`src/rtl/lt_cfg.svh`:
```
// register offsets, field positions, reset values and counts of the lifetime timer
`ifndef LT_CFG_SVH
`define LT_CFG_SVH
// ==========================================
// register byte addresses
`define LT_OFS_RELOAD 32'hFFFF0300
`define LT_OFS_CNT_LO 32'hFFFF0304
`define LT_OFS_CNT_HI 32'hFFFF0308
`define LT_OFS_CONFIG 32'hFFFF030C
`define LT_OFS_IRQACK 32'hFFFF0310
`define LT_OFS_SNAP 32'hFFFF0314
// ==========================================
// lifetime_config field positions
`define LT_CFG_CAP_EN 17
`define LT_CFG_EVT_HI 16
`define LT_CFG_EVT_LO 12
`define LT_CFG_SRC_HI 10
`define LT_CFG_SRC_LO 9
`define LT_CFG_UP 8
`define LT_CFG_RUN 7
`define LT_CFG_PERIODIC 6
`define LT_CFG_WIDE 4
`define LT_CFG_PRE_HI 3
`define LT_CFG_PRE_LO 0
// implemented bits of lifetime_config
`define LT_CFG_WMASK 32'h0003F7DF
// ==========================================
// reset values
`define LT_RST_RELOAD 16'h0000
`define LT_RST_CONFIG 32'h00000000
`define LT_RST_CNT 48'h000000000000
`define LT_RST_SNAP 16'h0000
// ==========================================
// clock source and prescaler codes
`define LT_SRC_CORE 2'h0
`define LT_SRC_LPOSC 2'h1
`define LT_SRC_XTAL 2'h2
`define LT_SRC_PRECOSC 2'h3
`define LT_PRE_DIV1 4'h0
`define LT_PRE_DIV16 4'h4
`define LT_PRE_DIV256 4'h8
`define LT_PRE_DIV32768 4'hF
// last prescaler count of each ratio
`define LT_PRE_LAST16 15'h000F
`define LT_PRE_LAST256 15'h00FF
`define LT_PRE_LAST32768 15'h7FFF
// highest valid event number
`define LT_EVT_MAX 5'h11
`define LT_NUM_EVT 18
`endif

```
`src/rtl/lt_pkg.sv`:
```
// types shared by the lifetime timer and its bench
package lt_pkg;
	// apb request from the master
	typedef struct packed {
		logic psel;
		logic penable;
		logic pwrite;
		logic [31:0] paddr;
		logic [31:0] pwdata;
	} lt_apb_req_t;
	// apb answer from the slave
	typedef struct packed {
		logic [31:0] prdata;
		logic pready;
		logic pslverr;
	} lt_apb_rsp_t;
endpackage

```
`src/rtl/lt_timer.sv`:
```
// lifetime counter with prescaler, capture and interrupt, on an apb slave
//
// Notes on behaviour
// - wide mode counts upward only, from zero, over 48 bits
// - config bit 8 picks up or down in 16-bit mode, down by default
// - reload register value is loaded into the 16-bit counter
// - in periodic mode an overflow reloads the count from the reload register
// - each rising edge of the chosen event copies the count; counting continues
// - snapshot is 16-bit read-only and captures only in 16-bit mode
// - config bit 17 enables event capture
// - config bits 16 to 12 give the event number, 0 to 17 valid
// - config bits 10 to 9 select core clock or one of three 32 kHz sources
// - config bit 7 runs or stops the counter, stopped after reset
// - config bit 6 picks periodic or free-running, free-running by default
// - config bit 4 picks 16-bit (default) or 48-bit width
// - config bits 3 to 0 set prescaler: 1, 16, 256 or 32768
// - count readback read-only: low half always, high word in wide mode
// - any write to the acknowledge register clears the interrupt, 16-bit mode only
// - interrupt in 16-bit mode on the tick that leaves zero counting down or full scale counting up
// - periodic mode restarts from the reload value at each interrupt
// - free-running mode wraps around with no reload
// - control and reload pass two stages clocked by the timer clock
`timescale 1ns/1ns
`include "lt_cfg.svh"

module lt_timer (
	input wire logic pclk,
	input wire logic presetn,
	input wire lt_pkg::lt_apb_req_t apb_req,
	output lt_pkg::lt_apb_rsp_t apb_rsp,
	input wire logic lposc_clk,
	input wire logic xtal_clk,
	input wire logic precosc_clk,
	input wire logic [`LT_NUM_EVT-1:0] irq_events,
	output logic irq_out
);
	import lt_pkg::*;

	// ==========================================
	// apb decode
	logic setup_w;
	logic wr_w;
	logic hit_w;
	logic [31:0] rd_w;
	logic [31:0] prdata_r;
	logic err_r;
	logic [15:0] reload_r;
	logic [31:0] config_r;
	logic [47:0] cnt_r;
	logic [15:0] snap_r;
	logic irq_r;

	assign setup_w = apb_req.psel & ~apb_req.penable;
	assign wr_w = apb_req.psel & apb_req.penable & apb_req.pwrite;

	// read mux; write-only and reserved bits read as zero
	always_comb begin
		hit_w = 1'b1;
		rd_w = 32'h00000000;
		unique case (apb_req.paddr)
			`LT_OFS_RELOAD: rd_w = {16'h0000, reload_r};
			`LT_OFS_CNT_LO: rd_w = {16'h0000, cnt_r[15:0]};
			`LT_OFS_CNT_HI: rd_w = cnt_r[47:16];
			`LT_OFS_CONFIG: rd_w = config_r;
			`LT_OFS_IRQACK: rd_w = 32'h00000000;
			`LT_OFS_SNAP: rd_w = {16'h0000, snap_r};
			default: hit_w = 1'b0;
		endcase
	end

	// read data and error are caught in the setup cycle, so they come from flops
	always_ff @(posedge pclk or negedge presetn) begin
		if (!presetn) begin
			prdata_r <= 32'h00000000;
			err_r <= 1'b0;
		end else if (setup_w) begin
			prdata_r <= apb_req.pwrite ? 32'h00000000 : rd_w;
			err_r <= ~hit_w;
		end
	end

	// zero wait states; unmapped addresses answer with pslverr
	assign apb_rsp.prdata = prdata_r;
	assign apb_rsp.pready = apb_req.psel & apb_req.penable;
	assign apb_rsp.pslverr = apb_req.psel & apb_req.penable & err_r;

	// ==========================================
	// software registers
	always_ff @(posedge pclk or negedge presetn) begin
		if (!presetn) begin
			reload_r <= `LT_RST_RELOAD;
		end else if (wr_w && apb_req.paddr == `LT_OFS_RELOAD) begin
			reload_r <= apb_req.pwdata[15:0];
		end
	end

	// reserved bits never stored
	always_ff @(posedge pclk or negedge presetn) begin
		if (!presetn) begin
			config_r <= `LT_RST_CONFIG;
		end else if (wr_w && apb_req.paddr == `LT_OFS_CONFIG) begin
			config_r <= apb_req.pwdata & `LT_CFG_WMASK;
		end
	end

	// ==========================================
	// clock source selection
	logic [2:0] pin_s1_r;
	logic [2:0] pin_s2_r;
	logic [2:0] pin_d_r;
	logic src_edge_w;

	// external sources pass two flops before anything reads them
	always_ff @(posedge pclk or negedge presetn) begin
		if (!presetn) begin
			pin_s1_r <= 3'h0;
			pin_s2_r <= 3'h0;
			pin_d_r <= 3'h0;
		end else begin
			pin_s1_r <= {precosc_clk, xtal_clk, lposc_clk};
			pin_s2_r <= pin_s1_r;
			pin_d_r <= pin_s2_r;
		end
	end

	// one timer-clock period per rising edge of the chosen source
	always_comb begin
		unique case (config_r[`LT_CFG_SRC_HI:`LT_CFG_SRC_LO])
			`LT_SRC_CORE: src_edge_w = 1'b1;
			`LT_SRC_LPOSC: src_edge_w = pin_s2_r[0] & ~pin_d_r[0];
			`LT_SRC_XTAL: src_edge_w = pin_s2_r[1] & ~pin_d_r[1];
			`LT_SRC_PRECOSC: src_edge_w = pin_s2_r[2] & ~pin_d_r[2];
		endcase
	end

	// ==========================================
	// two-stage transfer into the timer domain
	logic [31:0] ctl_s1_r;
	logic [31:0] ctl_s2_r;
	logic [15:0] ld_s1_r;
	logic [15:0] ld_s2_r;

	// stages advance on timer-clock periods, so changes land two periods later
	always_ff @(posedge pclk or negedge presetn) begin
		if (!presetn) begin
			ctl_s1_r <= `LT_RST_CONFIG;
			ctl_s2_r <= `LT_RST_CONFIG;
			ld_s1_r <= `LT_RST_RELOAD;
			ld_s2_r <= `LT_RST_RELOAD;
		end else if (src_edge_w) begin
			ctl_s1_r <= config_r;
			ctl_s2_r <= ctl_s1_r;
			ld_s1_r <= reload_r;
			ld_s2_r <= ld_s1_r;
		end
	end

	logic run_w;
	logic wide_w;
	logic up_w;
	logic periodic_w;
	assign run_w = ctl_s2_r[`LT_CFG_RUN];
	assign wide_w = ctl_s2_r[`LT_CFG_WIDE];
	assign up_w = ctl_s2_r[`LT_CFG_UP] | wide_w;
	assign periodic_w = ctl_s2_r[`LT_CFG_PERIODIC];

	// ==========================================
	// prescaler
	logic [14:0] pre_r;
	logic [14:0] pre_last_w;
	logic tick_w;

	// unlisted codes divide by one, the safest reading
	always_comb begin
		unique case (ctl_s2_r[`LT_CFG_PRE_HI:`LT_CFG_PRE_LO])
			`LT_PRE_DIV16: pre_last_w = `LT_PRE_LAST16;
			`LT_PRE_DIV256: pre_last_w = `LT_PRE_LAST256;
			`LT_PRE_DIV32768: pre_last_w = `LT_PRE_LAST32768;
			default: pre_last_w = 15'h0000;
		endcase
	end

	assign tick_w = run_w & src_edge_w & (pre_r >= pre_last_w);

	always_ff @(posedge pclk or negedge presetn) begin
		if (!presetn) begin
			pre_r <= 15'h0000;
		end else if (!run_w) begin
			pre_r <= 15'h0000;
		end else if (src_edge_w) begin
			pre_r <= tick_w ? 15'h0000 : pre_r + 15'h0001;
		end
	end

	// ==========================================
	// counter
	logic run_d_r;
	logic start_w;
	logic hit_end_w;

	assign start_w = run_w & ~run_d_r;
	// full scale going up, zero going down, 16-bit mode only
	assign hit_end_w = ~wide_w & (up_w ? (cnt_r[15:0] == 16'hFFFF) : (cnt_r[15:0] == 16'h0000));

	always_ff @(posedge pclk or negedge presetn) begin
		if (!presetn) begin
			run_d_r <= 1'b0;
		end else begin
			run_d_r <= run_w;
		end
	end

	always_ff @(posedge pclk or negedge presetn) begin
		if (!presetn) begin
			cnt_r <= `LT_RST_CNT;
		end else if (start_w) begin
			// wide mode starts from zero, narrow from the reload value
			cnt_r <= wide_w ? `LT_RST_CNT : {32'h00000000, ld_s2_r};
		end else if (tick_w) begin
			if (wide_w) begin
				cnt_r <= cnt_r + 48'h000000000001;
			end else if (hit_end_w && periodic_w) begin
				cnt_r <= {32'h00000000, ld_s2_r};
			end else if (up_w) begin
				// free-running wraps naturally at 16 bits
				cnt_r <= {32'h00000000, cnt_r[15:0] + 16'h0001};
			end else begin
				cnt_r <= {32'h00000000, cnt_r[15:0] - 16'h0001};
			end
		end
	end

	// ==========================================
	// interrupt
	logic ack_w;
	assign ack_w = wr_w && apb_req.paddr == `LT_OFS_IRQACK && !config_r[`LT_CFG_WIDE];

	// a new terminal count wins over an acknowledge in the same cycle
	always_ff @(posedge pclk or negedge presetn) begin
		if (!presetn) begin
			irq_r <= 1'b0;
		end else if (tick_w && hit_end_w) begin
			irq_r <= 1'b1;
		end else if (ack_w) begin
			irq_r <= 1'b0;
		end
	end

	assign irq_out = irq_r;

	// ==========================================
	// event capture
	logic [4:0] evt_num_w;
	logic evt_w;
	logic evt_d_r;
	logic cap_w;

	// event lines are same-clock logic, so no synchroniser
	assign evt_num_w = config_r[`LT_CFG_EVT_HI:`LT_CFG_EVT_LO];
	assign evt_w = (evt_num_w <= `LT_EVT_MAX) ? irq_events[evt_num_w] : 1'b0;
	assign cap_w = config_r[`LT_CFG_CAP_EN] & ~config_r[`LT_CFG_WIDE] & evt_w & ~evt_d_r;

	always_ff @(posedge pclk or negedge presetn) begin
		if (!presetn) begin
			evt_d_r <= 1'b0;
		end else begin
			evt_d_r <= evt_w;
		end
	end

	// only the rising edge captures; the counter is not disturbed
	always_ff @(posedge pclk or negedge presetn) begin
		if (!presetn) begin
			snap_r <= `LT_RST_SNAP;
		end else if (cap_w) begin
			snap_r <= cnt_r[15:0];
		end
	end

endmodule // lt_timer

```
`config.mk`:
```
export PLATFORM = sky130hd
export DESIGN_NAME = lt_timer
export DESIGN_NICKNAME = d
export VERILOG_FILES = /design/src/rtl/lt_pkg.sv /design/src/rtl/lt_timer.sv
export VERILOG_INCLUDE_DIRS = /design/src /design/src/rtl
export SDC_FILE = /design/constraint.sdc
export NUM_CORES = 1
export LEC_CHECK = 0
export ABC_CLOCK_PERIOD_IN_PS = 3300
export CORE_MARGIN = 5
export CORE_UTILIZATION = 56
export CTS_BUF_LIST = sky130_fd_sc_hd__clkbuf_8 sky130_fd_sc_hd__clkbuf_16
export CTS_CLUSTER_DIAMETER = 150
export DETAILED_ROUTE_END_ITERATION = 16
export DONT_BUFFER_PORTS = 1
export PLACE_DENSITY_LB_ADDON = 0.15
export RECOVER_POWER = 100
export SETUP_SLACK_MARGIN = 0.05
export SLEW_MARGIN = 0
export SYNTH_ARGS = -nofsm -noshare
export SYNTH_HDL_FRONTEND = slang
export SYNTH_SLANG_ARGS = --single-unit
```
`constraint.sdc`:
```
create_clock -name pclk -period 3.3 [get_ports pclk]
set_clock_uncertainty 0.1 [all_clocks]
set_input_delay 0.33 -clock pclk [delete_from_list [all_inputs] [get_ports pclk]]
set_output_delay 0.33 -clock pclk [all_outputs]
set_load 0.05 [all_outputs]
```
Word-level counts from Yosys, hierarchy flattened --
Index checks and enable logic that the tools add are counted.
Word-level totals: input bits 90, word-level logic and storage cells 94, register bits 204, output and inout bits 35
Cells by class: magnitude comparators 3, reduce and logical (&&, ||, !) cells 12, equality and inequality tests 14, muxes and demuxes 20, bitwise logic cells 24, add/subtract/negate cells 4
Operators by type and width (count):
- 32-bit equality test (second input constant) | 6
- 32-bit one-hot mux with 5 select lines | 1
- 48-bit two-way mux | 3
- 48-bit by 1-bit adder with 48-bit output (second input constant) | 1
- 16-bit two-way mux | 3
- 15-bit two-way mux | 3
- 15-bit one-hot mux with 3 select lines | 1
- 32-bit two-way mux | 1
- 16-bit by 1-bit adder with 16-bit output (second input constant) | 1
- 16-bit equality test (second input constant) | 1
- 16-bit zero test | 1
- 16-bit by 1-bit subtractor with 16-bit output (second input constant) | 1
- 15-bit by 1-bit adder with 15-bit output (second input constant) | 1
- 15-bit >= comparator | 1
- 1-bit bitwise AND | 14
- 1-bit NOT | 9
- 4-bit equality test (second input constant) | 2
- 1-bit logical AND | 6
- 5-bit by 6-bit less-than comparator with 1-bit output (second input constant) | 1
- 1-bit two-way mux | 6
- 6-bit OR reduction | 1
- 1-bit binary-select mux with 5-bit select | 1
- 5-bit <= comparator (second input constant) | 1
- 2-bit equality test (second input constant) | 2
- other kinds (8) | 9

Longest topological paths before layout --
Gate-level depths: netlist of the first run.
depth in word-level cells 8, depth in mapped cells 13, depth with buffers taken out 11

Worst setup path before layout of the first run --
Ideal clock, no wire load.
path kind flip-flop to flip-flop, from register ctl_s2_r[4], to register cnt_r[15], data required time 3052 ps, buffers on the path 2, cell stages (with the launch flop) 13, setup slack 212 ps, data arrival time 2840 ps, setup time 148 ps, clock period less this slack 3088 ps, cells stage by stage dfrtp_1 buf_2 or2_2 buf_2 inv_1 ha_1 a21o_1 a21oi_1 nor2_1 a2111oi_0 o211ai_1 a221oi_2 a2111oi_2
Between the ends: word-level cells in the longest chain between the ends 8, elaborated cells on any way between the ends 11, those cells by class 7 x mux; 3 x bitwise; 1 x reduce/logical
Ends and longest elaborated chain:
- start, declared | RTL line lt_timer.sv:139 | logic [31:0] ctl_s2_r;
- start signal, assigned | RTL line lt_timer.sv:147 | ctl_s2_r <= `LT_RST_CONFIG;
- start signal, assigned | RTL line lt_timer.sv:152 | ctl_s2_r <= ctl_s1_r;
- 1-bit OR | RTL line lt_timer.sv:164 | assign up_w = ctl_s2_r[`LT_CFG_UP] | wide_w;
- 1-bit two-way mux | RTL line lt_timer.sv:203 | assign hit_end_w = ~wide_w & (up_w ? (cnt_r[15:0] == 16'hFFFF) : (cnt_r[15:0] == 16'h0000));
- 1-bit bitwise AND | RTL line lt_timer.sv:203
- 1-bit logical AND | RTL line lt_timer.sv:222 | end else if (hit_end_w && periodic_w) begin
- 16-bit two-way mux | RTL line lt_timer.sv:222
- 48-bit two-way mux | RTL line lt_timer.sv:220 | if (wide_w) begin
- 48-bit two-way mux | RTL line lt_timer.sv:219 | end else if (tick_w) begin
- 48-bit two-way mux (*) | RTL line lt_timer.sv:216 | end else if (start_w) begin
- end signal, assigned | RTL line lt_timer.sv:218 | cnt_r <= wide_w ? `LT_RST_CNT : {32'h00000000, ld_s2_r};
- end signal, assigned | RTL line lt_timer.sv:221 | cnt_r <= cnt_r + 48'h000000000001;
- end signal, assigned | RTL line lt_timer.sv:223 | cnt_r <= {32'h00000000, ld_s2_r};
- end, declared | RTL line lt_timer.sv:49 | logic [47:0] cnt_r;
Mark *: on every way between the ends. The rest lies on a longest branch, timed or not. The select of a mux whose other input is x is not followed. A chain may end at the register's enable or synchronous reset.

Final worst setup path of the first run --
Ends and elaborated chain as after synthesis.

==> results of run 1 <==
worst max-delay path, stage by stage, from the launching register on:
cell and delay [ns]:
dfrtp_1 0.40, or2_2 0.35, clkinvlp_4 0.18, ha_1 0.31, a21o_1 0.21, a21oi_1 0.22
nor2_1 0.07, a2111oi_0 0.41, o211ai_1 0.31, a221oi_2 0.31, a2111oi_2 0.08
kinds of logic (layout without fill, tap and decap cells):
| group | Yosys count | count (layout) | share of synthesized area |
|---|---|---|---|
| fa+ha+maj | 33 | 33 | 0.03860 |
| flops | 204 | 204 | 0.4687 |
| mux | 102 | 102 | 0.1102 |
| compound gates | 305 | 305 | 0.1863 |
| buf+inv | 81 | 133 | 0.03354 |
| simple gates | 257 | 257 | 0.1426 |
| xor+xnor | 25 | 25 | 0.02010 |
sequential cells by signal, summed over array words and instances (netlist names):
name / count
pin_s1_r: 3
prdata_r: 32
cnt_r: 48
irq_out: 1
config_r: 16
snap_r: 16
err_r: 1
evt_d_r: 1
ld_s1_r: 16
ctl_s1_r: 8
pin_d_r: 3
ld_s2_r: 16
ctl_s2_r: 8
pre_r: 15
pin_s2_r: 3
run_d_r: 1
reload_r: 16
per-stage QoR:
step | instance area [um^2] | TNS (ns) | worst slack (ns) | utilization
after global routing | 12290 | 0 | 0.04278 | 0.6355
after detailed placement | 11330 | -0.1766 | -0.05431 | 0.5861
after floorplan | 10890 | 0 | 0.2125 | -
after CTS | 12340 | 0 | 0.04932 | 0.6383
after global placement | 11330 | 0 | 0.02962 | 0.5861
final | 12290 | 0 | 0.1987 | 0.6355
cells in the mapped netlist, drive strengths merged (9+ instances only):
| cell | count | area share |
|---|---|---|
| nand4 | 22 | 0.016 |
| mux2 | 93 | 0.096 |
| nor3b | 14 | 0.010 |
| nand3 | 32 | 0.015 |
| and3 | 21 | 0.012 |
| nor2 | 29 | 0.011 |
| and2 | 9 | 0.0054 |
| or3 | 22 | 0.013 |
| a22o | 19 | 0.015 |
| a22oi | 30 | 0.021 |
| dfrtp | 204 | 0.47 |
| o31ai | 11 | 0.0080 |
| a21o | 21 | 0.014 |
| nor4 | 11 | 0.010 |
| xnor2 | 18 | 0.014 |
| ha | 32 | 0.037 |
| inv | 20 | 0.0069 |
| buf | 27 | 0.015 |
| a31oi | 24 | 0.014 |
| nor3 | 13 | 0.0074 |
| o21ai | 69 | 0.032 |
| nand2 | 49 | 0.017 |
| clkbuf | 33 | 0.011 |
| a21oi | 78 | 0.037 |
how the worst min path moves through the flow:
stage | endpoint | startpoint | slack, ns | cells after the start
after global placement | pre_r[2]$_DFFE_PN0P_ | presetn | -0.06 | 0
final | pre_r[2]$_DFFE_PN0P_ | presetn | -0.58 | 0
after CTS | pre_r[2]$_DFFE_PN0P_ | presetn | -0.59 | 0
after floorplan | cnt_r[0]$_DFFE_PN0P_ | presetn | -0.07 | 0
after detailed placement | pre_r[2]$_DFFE_PN0P_ | presetn | -0.06 | 0
after global routing | pre_r[5]$_DFFE_PN0P_ | presetn | -0.60 | 0
final cells by class:
| class | instances | share of cell area |
|---|---|---|
| Multi-Input combinational cell | 722 | 0.4405 |
| Sequential cell | 204 | 0.4154 |
| Clock buffer | 29 | 0.05356 |
| Timing Repair Buffer | 72 | 0.04806 |
| Tap cell | 265 | 0.02698 |
| Clock inverter | 11 | 0.008757 |
| Inverter | 21 | 0.006720 |
layer usage:
metal	vias up	wire length (um)
met3	63	1775
li1	3898	-
met1	4210	12010
met5	-	0
met4	0	840
met2	269	12930
power groups by stage:
| stage | clock network, mW | registers (mW) | logic (mW) |
|---|---|---|---|
| after floorplan | 0 | 2.63 | 0.0529 |
| after global placement | 0 | 2.64 | 0.0592 |
| after detailed placement | 0 | 2.64 | 0.0602 |
| after CTS | 2.61 | 2.59 | 0.0845 |
| after global routing | 2.71 | 2.59 | 0.0893 |
| final | 2.55 | 2.59 | 0.0824 |
timing repair:
item                                   CTS  global route
pin swaps                                0             2
gates resized for setup                  3             8
setup endpoints to repair               22            44
endpoints found under the hold margin  240           204
==> flow_summary.yaml, run 1 <==
outcome:
  status: "finished with violations"
  violations: "negative hold slack"
global_route:
  use_met2: 0.3923
  grt_pass1_wl_um: 43990
  grt_busiest_layer: "met2"
  use_met1: 0.3467
  grt_use_met3: 0.04240
  grt_max_degree: 205
  antenna_found_initial: 0
  track_usage: 0.2465
  grt_pass1_vias: 8165
  overflow: 0
clock_tree:
  cts_max_level: 1
  clk_latency_ns: 0.50
  clockBufferDepth: 3
  cts-root-buf: "clkbuf_16"
  cts-buffers-inserted: 23
  path_clk_slew_ns: 0.06
  cts_setup_buffers: 0
  cts_tree: "built"
  cts.sinks: 204
  holdBufCountCts: 23
floorplan:
  dieArea_mm2: 0.02234
  start_util: 0.5633
  die_y_um: 149.5
  rows: 51
  coreArea_mm2: 0.01933
  io_pins: 125
  die_w_um: 149.5
setup_path:
  critical_path_class: "reg2reg"
  worstPathRequired_ns: 3.56
  crit_path_end_kind: "flop"
  cp.arrival_ns: 3.36
  critPathMaxFanout: 9
  crit_path_start_kind: "flop"
  critPathLaunch: "ctl_s2_r[4]$_DFFE_PN0P_"
  timing.rr.end: "cnt_r[15]$_DFFE_PN0P_"
  rrSetupSlack_ns: 0.20
  reg2reg_from: "ctl_s2_r[4]$_DFFE_PN0P_"
  endpoint: "cnt_r[15]$_DFFE_PN0P_"
  rr_worst_depth: 10
synth:
  synthFlopType: "dfrtp_1"
  yosysUniqueCellTypes: 84
  syn_inst: 1007
  syn_area_per_cell_um2: 10.82
  seq_area_frac_synth: 0.4687
  synth_edf_count: 0
  ys_seq_elements: 204
  synth_async_sr_flop_share: 1.000
  netlist_area_mm2: 0.01089
  synth_warnings: 0
  synth_nets: 1130
layout:
  layout_commonest_cell: "dfrtp_1"
  fin_cells: 1324
  drive_gt1_frac: 0.1822
  multi_input_area_mm2: 0.005413
  num_antenna_cells: 0
  final_cell_mix: "dfrtp_1, a21oi_1, mux2_2"
  fillCellCount: 1586
  nets: 1167
  area_growth_pct: 12.82
  regArea_mm2: 0.005105
sta:
  layout_min_cycle_time_ns: 3.101
  whs_ns: -0.5783
  setup_viol: 0
  slew_headroom: 0.1489
  period_share: 0.9398
  hold_viol: 204
  drv_slew: 0
  rsz0062_at_grt: "yes"
  tightest_slew_ns: 1.277
  fmax_ghz: 0.3224
pwr:
  cellInternalPower_mw: 4.122
  p_seq_frac: 0.496
  p_total_mw: 5.229
  peakVddDrop_mv: 0.4472
  switchingPower_mw: 1.108
  swShare: 0.2118
  combPwrFrac: 0.016
  pwr-share-clk: 0.489
  power.density_mw_per_mm2: 425.6
  p_leak_nw: 5.630
drt:
  detail-route-antenna-nets: 0
  drt_wl_total_um: 27560
  first_pass_iters: 5
  wire_per_inst_um: 20.81
  drt-vias-per-instance: 6.375
  drcViolationCount: 0
  vias: 8440
  first_iter_violations: 804
hold_path:
  hp-class: "in2async"
place:
  hpwl_um: 19290
  place_inst: 1261
  numPortBuffers: 0
  gp_congestion: 0.9123
job:
  drv_cap: 0
Power figures use the tool's default switching activity.
==> run 2, diff against run 1 <==
ABC_CLOCK_PERIOD_IN_PS = 2900   (was 3300)
CORE_UTILIZATION = 42   (was 56)
RECOVER_POWER = unset   (was 100)
clock period = 2.9 ns   (was 3.3 ns; I/O delays follow)
==> run 2 against run 1 <==
Effect of this change: setup slack got worse by 0.31 ns; design area up 9.6%; hold slack got worse by 0.064 ns; the flow finishes with violations (negative hold slack, negative setup slack); combinational power increased by 20%; critical path type unchanged.
==> flow_summary.yaml, run 2 (synthesis gave the netlist of run 1 again) <==
outcome:
  status: "finished with violations"
  violations: "negative hold slack, negative setup slack"
setup_path:
  cpMostUsedCell: "buf_12"
  critPathBufInv: 3
  cp.arrival_ns: 3.38
  critPathMaxFanout: 5
  critical_path_class: "reg2reg"
  crit_chain: "xnor2_1, o31ai_2, ha_1, nand2b_4, a211o_1, a211oi_4, o31ai_4, buf_12, a41oi_4, buf_12, buf_12, nand3b_1, mux2i_1"
  path_depth: 13
  cp_slowest_stage_delay_ns: 0.42
  slowest_stage: "dfrtp_1"
  crit_family: "compound AO/OA/AOI/OAI gates"
  worstPathRequired_ns: 3.27
  crit_path_end_kind: "flop"
  rr_worst_depth: 13
  crit_path_start_kind: "flop"
sta:
  setup_tns_ns: -0.9885
  hold_viol: 204
  slew_headroom: 0.5276
  tightest_slew_ns: 0.7085
  layout_min_cycle_time_ns: 3.013
  setup_viol: 28
  drv_slew: 0
  fmax_ghz: 0.3319
  period_share: 1.039
  setup_ws_ns: -0.1127
  rsz0062_at_grt: "yes"
  whs_ns: -0.6425
pwr:
  p_total_mw: 6.289
  p_leak_nw: 6.084
  pwr-share-clk: 0.515
  power.density_mw_per_mm2: 466.9
  p_seq_frac: 0.470
  peakVddDrop_mv: 0.5489
  swShare: 0.2256
  cellInternalPower_mw: 4.870
  combPwrFrac: 0.016
  switchingPower_mw: 1.419
floorplan:
  coreArea_mm2: 0.02576
  die_y_um: 171.0
  start_util: 0.4228
  io_pins: 125
  die_w_um: 171.0
  rows: 59
  dieArea_mm2: 0.02925
drt:
  drt_wl_total_um: 31180
  first_iter_violations: 612
  drcViolationCount: 0
  drt-vias-per-instance: 5.934
  detail-route-antenna-nets: 0
  vias: 8599
  first_pass_iters: 7
  wire_per_inst_um: 21.52
clock_tree:
  clk_latency_ns: 0.54
  cts-buffers-inserted: 25
  holdBufCountCts: 24
  path_clk_slew_ns: 0.07
  cts.sinks: 204
  cts-root-buf: "clkbuf_16"
  cts_tree: "built"
  cts_max_level: 1
  clockBufferDepth: 3
place:
  hpwl_um: 21450
  gp_congestion: 0.8565
  dp_slack_ns: -0.2318
  numPortBuffers: 0
  placed_cell_area_mm2: 0.01182
  place_inst: 1364
layout:
  largestRegisters: "cnt_r (48), prdata_r (32)"
  layout_commonest_cell: "dfrtp_1"
  final_cell_mix: "dfrtp_1, mux2_2, buf_4"
  fin_cells: 1449
  num_antenna_cells: 0
  nets: 1218
  largest_reg_flops: 48
  drive_gt1_frac: 0.2720
  area_growth_pct: 23.65
  regMostFlops: "cnt_r"
  final_util: 0.5228
  fin_area_mm2: 0.01347
  fillCellCount: 2258
global_route:
  grt_max_degree: 205
  antenna_found_initial: 0
  overflow: 0
  grt_pass1_wl_um: 49180
  track_usage: 0.2109
  grt_pass1_vias: 8584
hold_path:
  hp-class: "in2async"
job:
  drv_cap: 0
==> run 2: cell count changes in the layout (fill, tap and decap cells not counted), sizes merged <==
| cell | change |
|---|---|
| clkinv | -2 |
| inv | +2 |
| buf | +51 |
| clkbuf | -2 |
| o31ai | +1 |
| dlygate4sd3 | +1 |
| clkinvlp | +4 |
==> run 2: repair_timing <==
item	in CTS	in global routing
hold endpoints to repair	241	204
setup buffers	8	3
pin swaps	16	17
gates cloned	3	2
resized for setup	32	66
setup endpoints to repair	59	76
==> run 2: power by group through the flow <==
stage               Sequential (mW)  Combinational, mW  Clock [mW]
global route                   2.95              0.110        3.44
global placement               3.00             0.0693           0
CTS                            2.95             0.0987        3.32
detailed placement             3.00             0.0700           0
finish                         2.95             0.0985        3.24
floorplan                      2.99             0.0602           0
==> run 2: path summary, 6_finish.rpt <==
check	start	end	slack (ns)
worst min register to register	pin_s1_r[0]$_DFF_PN0_	pin_s2_r[0]$_DFF_PN0_	0.24
worst max register to register	ctl_s2_r[2]$_DFFE_PN0P_	cnt_r[42]$_DFFE_PN0P_	-0.11
worst min-delay path	presetn	cnt_r[13]$_DFFE_PN0P_	-0.64
worst max-delay path	ctl_s2_r[2]$_DFFE_PN0P_	cnt_r[42]$_DFFE_PN0P_	-0.11
min in group pclk	apb_req[34]	irq_out$_DFFE_PN0P_	0.09
max in group asynchronous	presetn	reload_r[2]$_DFFE_PN0P_	2.74
==> run 2: worst register-to-register path, delay by kind of cell, from the launching register on <==
kind	cells	cell delay, ns
DFF	1	0.42
and+or+nand+nor	2	0.24
buffers and inverters	3	0.42
xor gates and xnor gates	1	0.15
muxes	1	0.17
adders and majority gates	1	0.27
AOI/OAI and AO/OA	5	1.17
==> run 2: layout make-up <==
cell class,instances,area (um^2),share of cell area
well taps,335,419.2,0.03112
multi-input cells,723,5823,0.4324
flip-flops and latches,204,5106,0.3791
clock buffers,32,721.9,0.05360
inverters,21,82.58,0.006132
repair buffers,119,1159,0.08603
repair inverters,1,7.507,0.0005574
clock inverters,14,148.9,0.01106
==> run 2: metal layers <==
metal,global-route usage,routed length (um),up-vias
met5,0,0,-
met4,0.06511,960,0
met3,0.04251,1946,51
met2,0.3381,14610,258
met1,0.2900,13660,4256
li1,-,-,4034
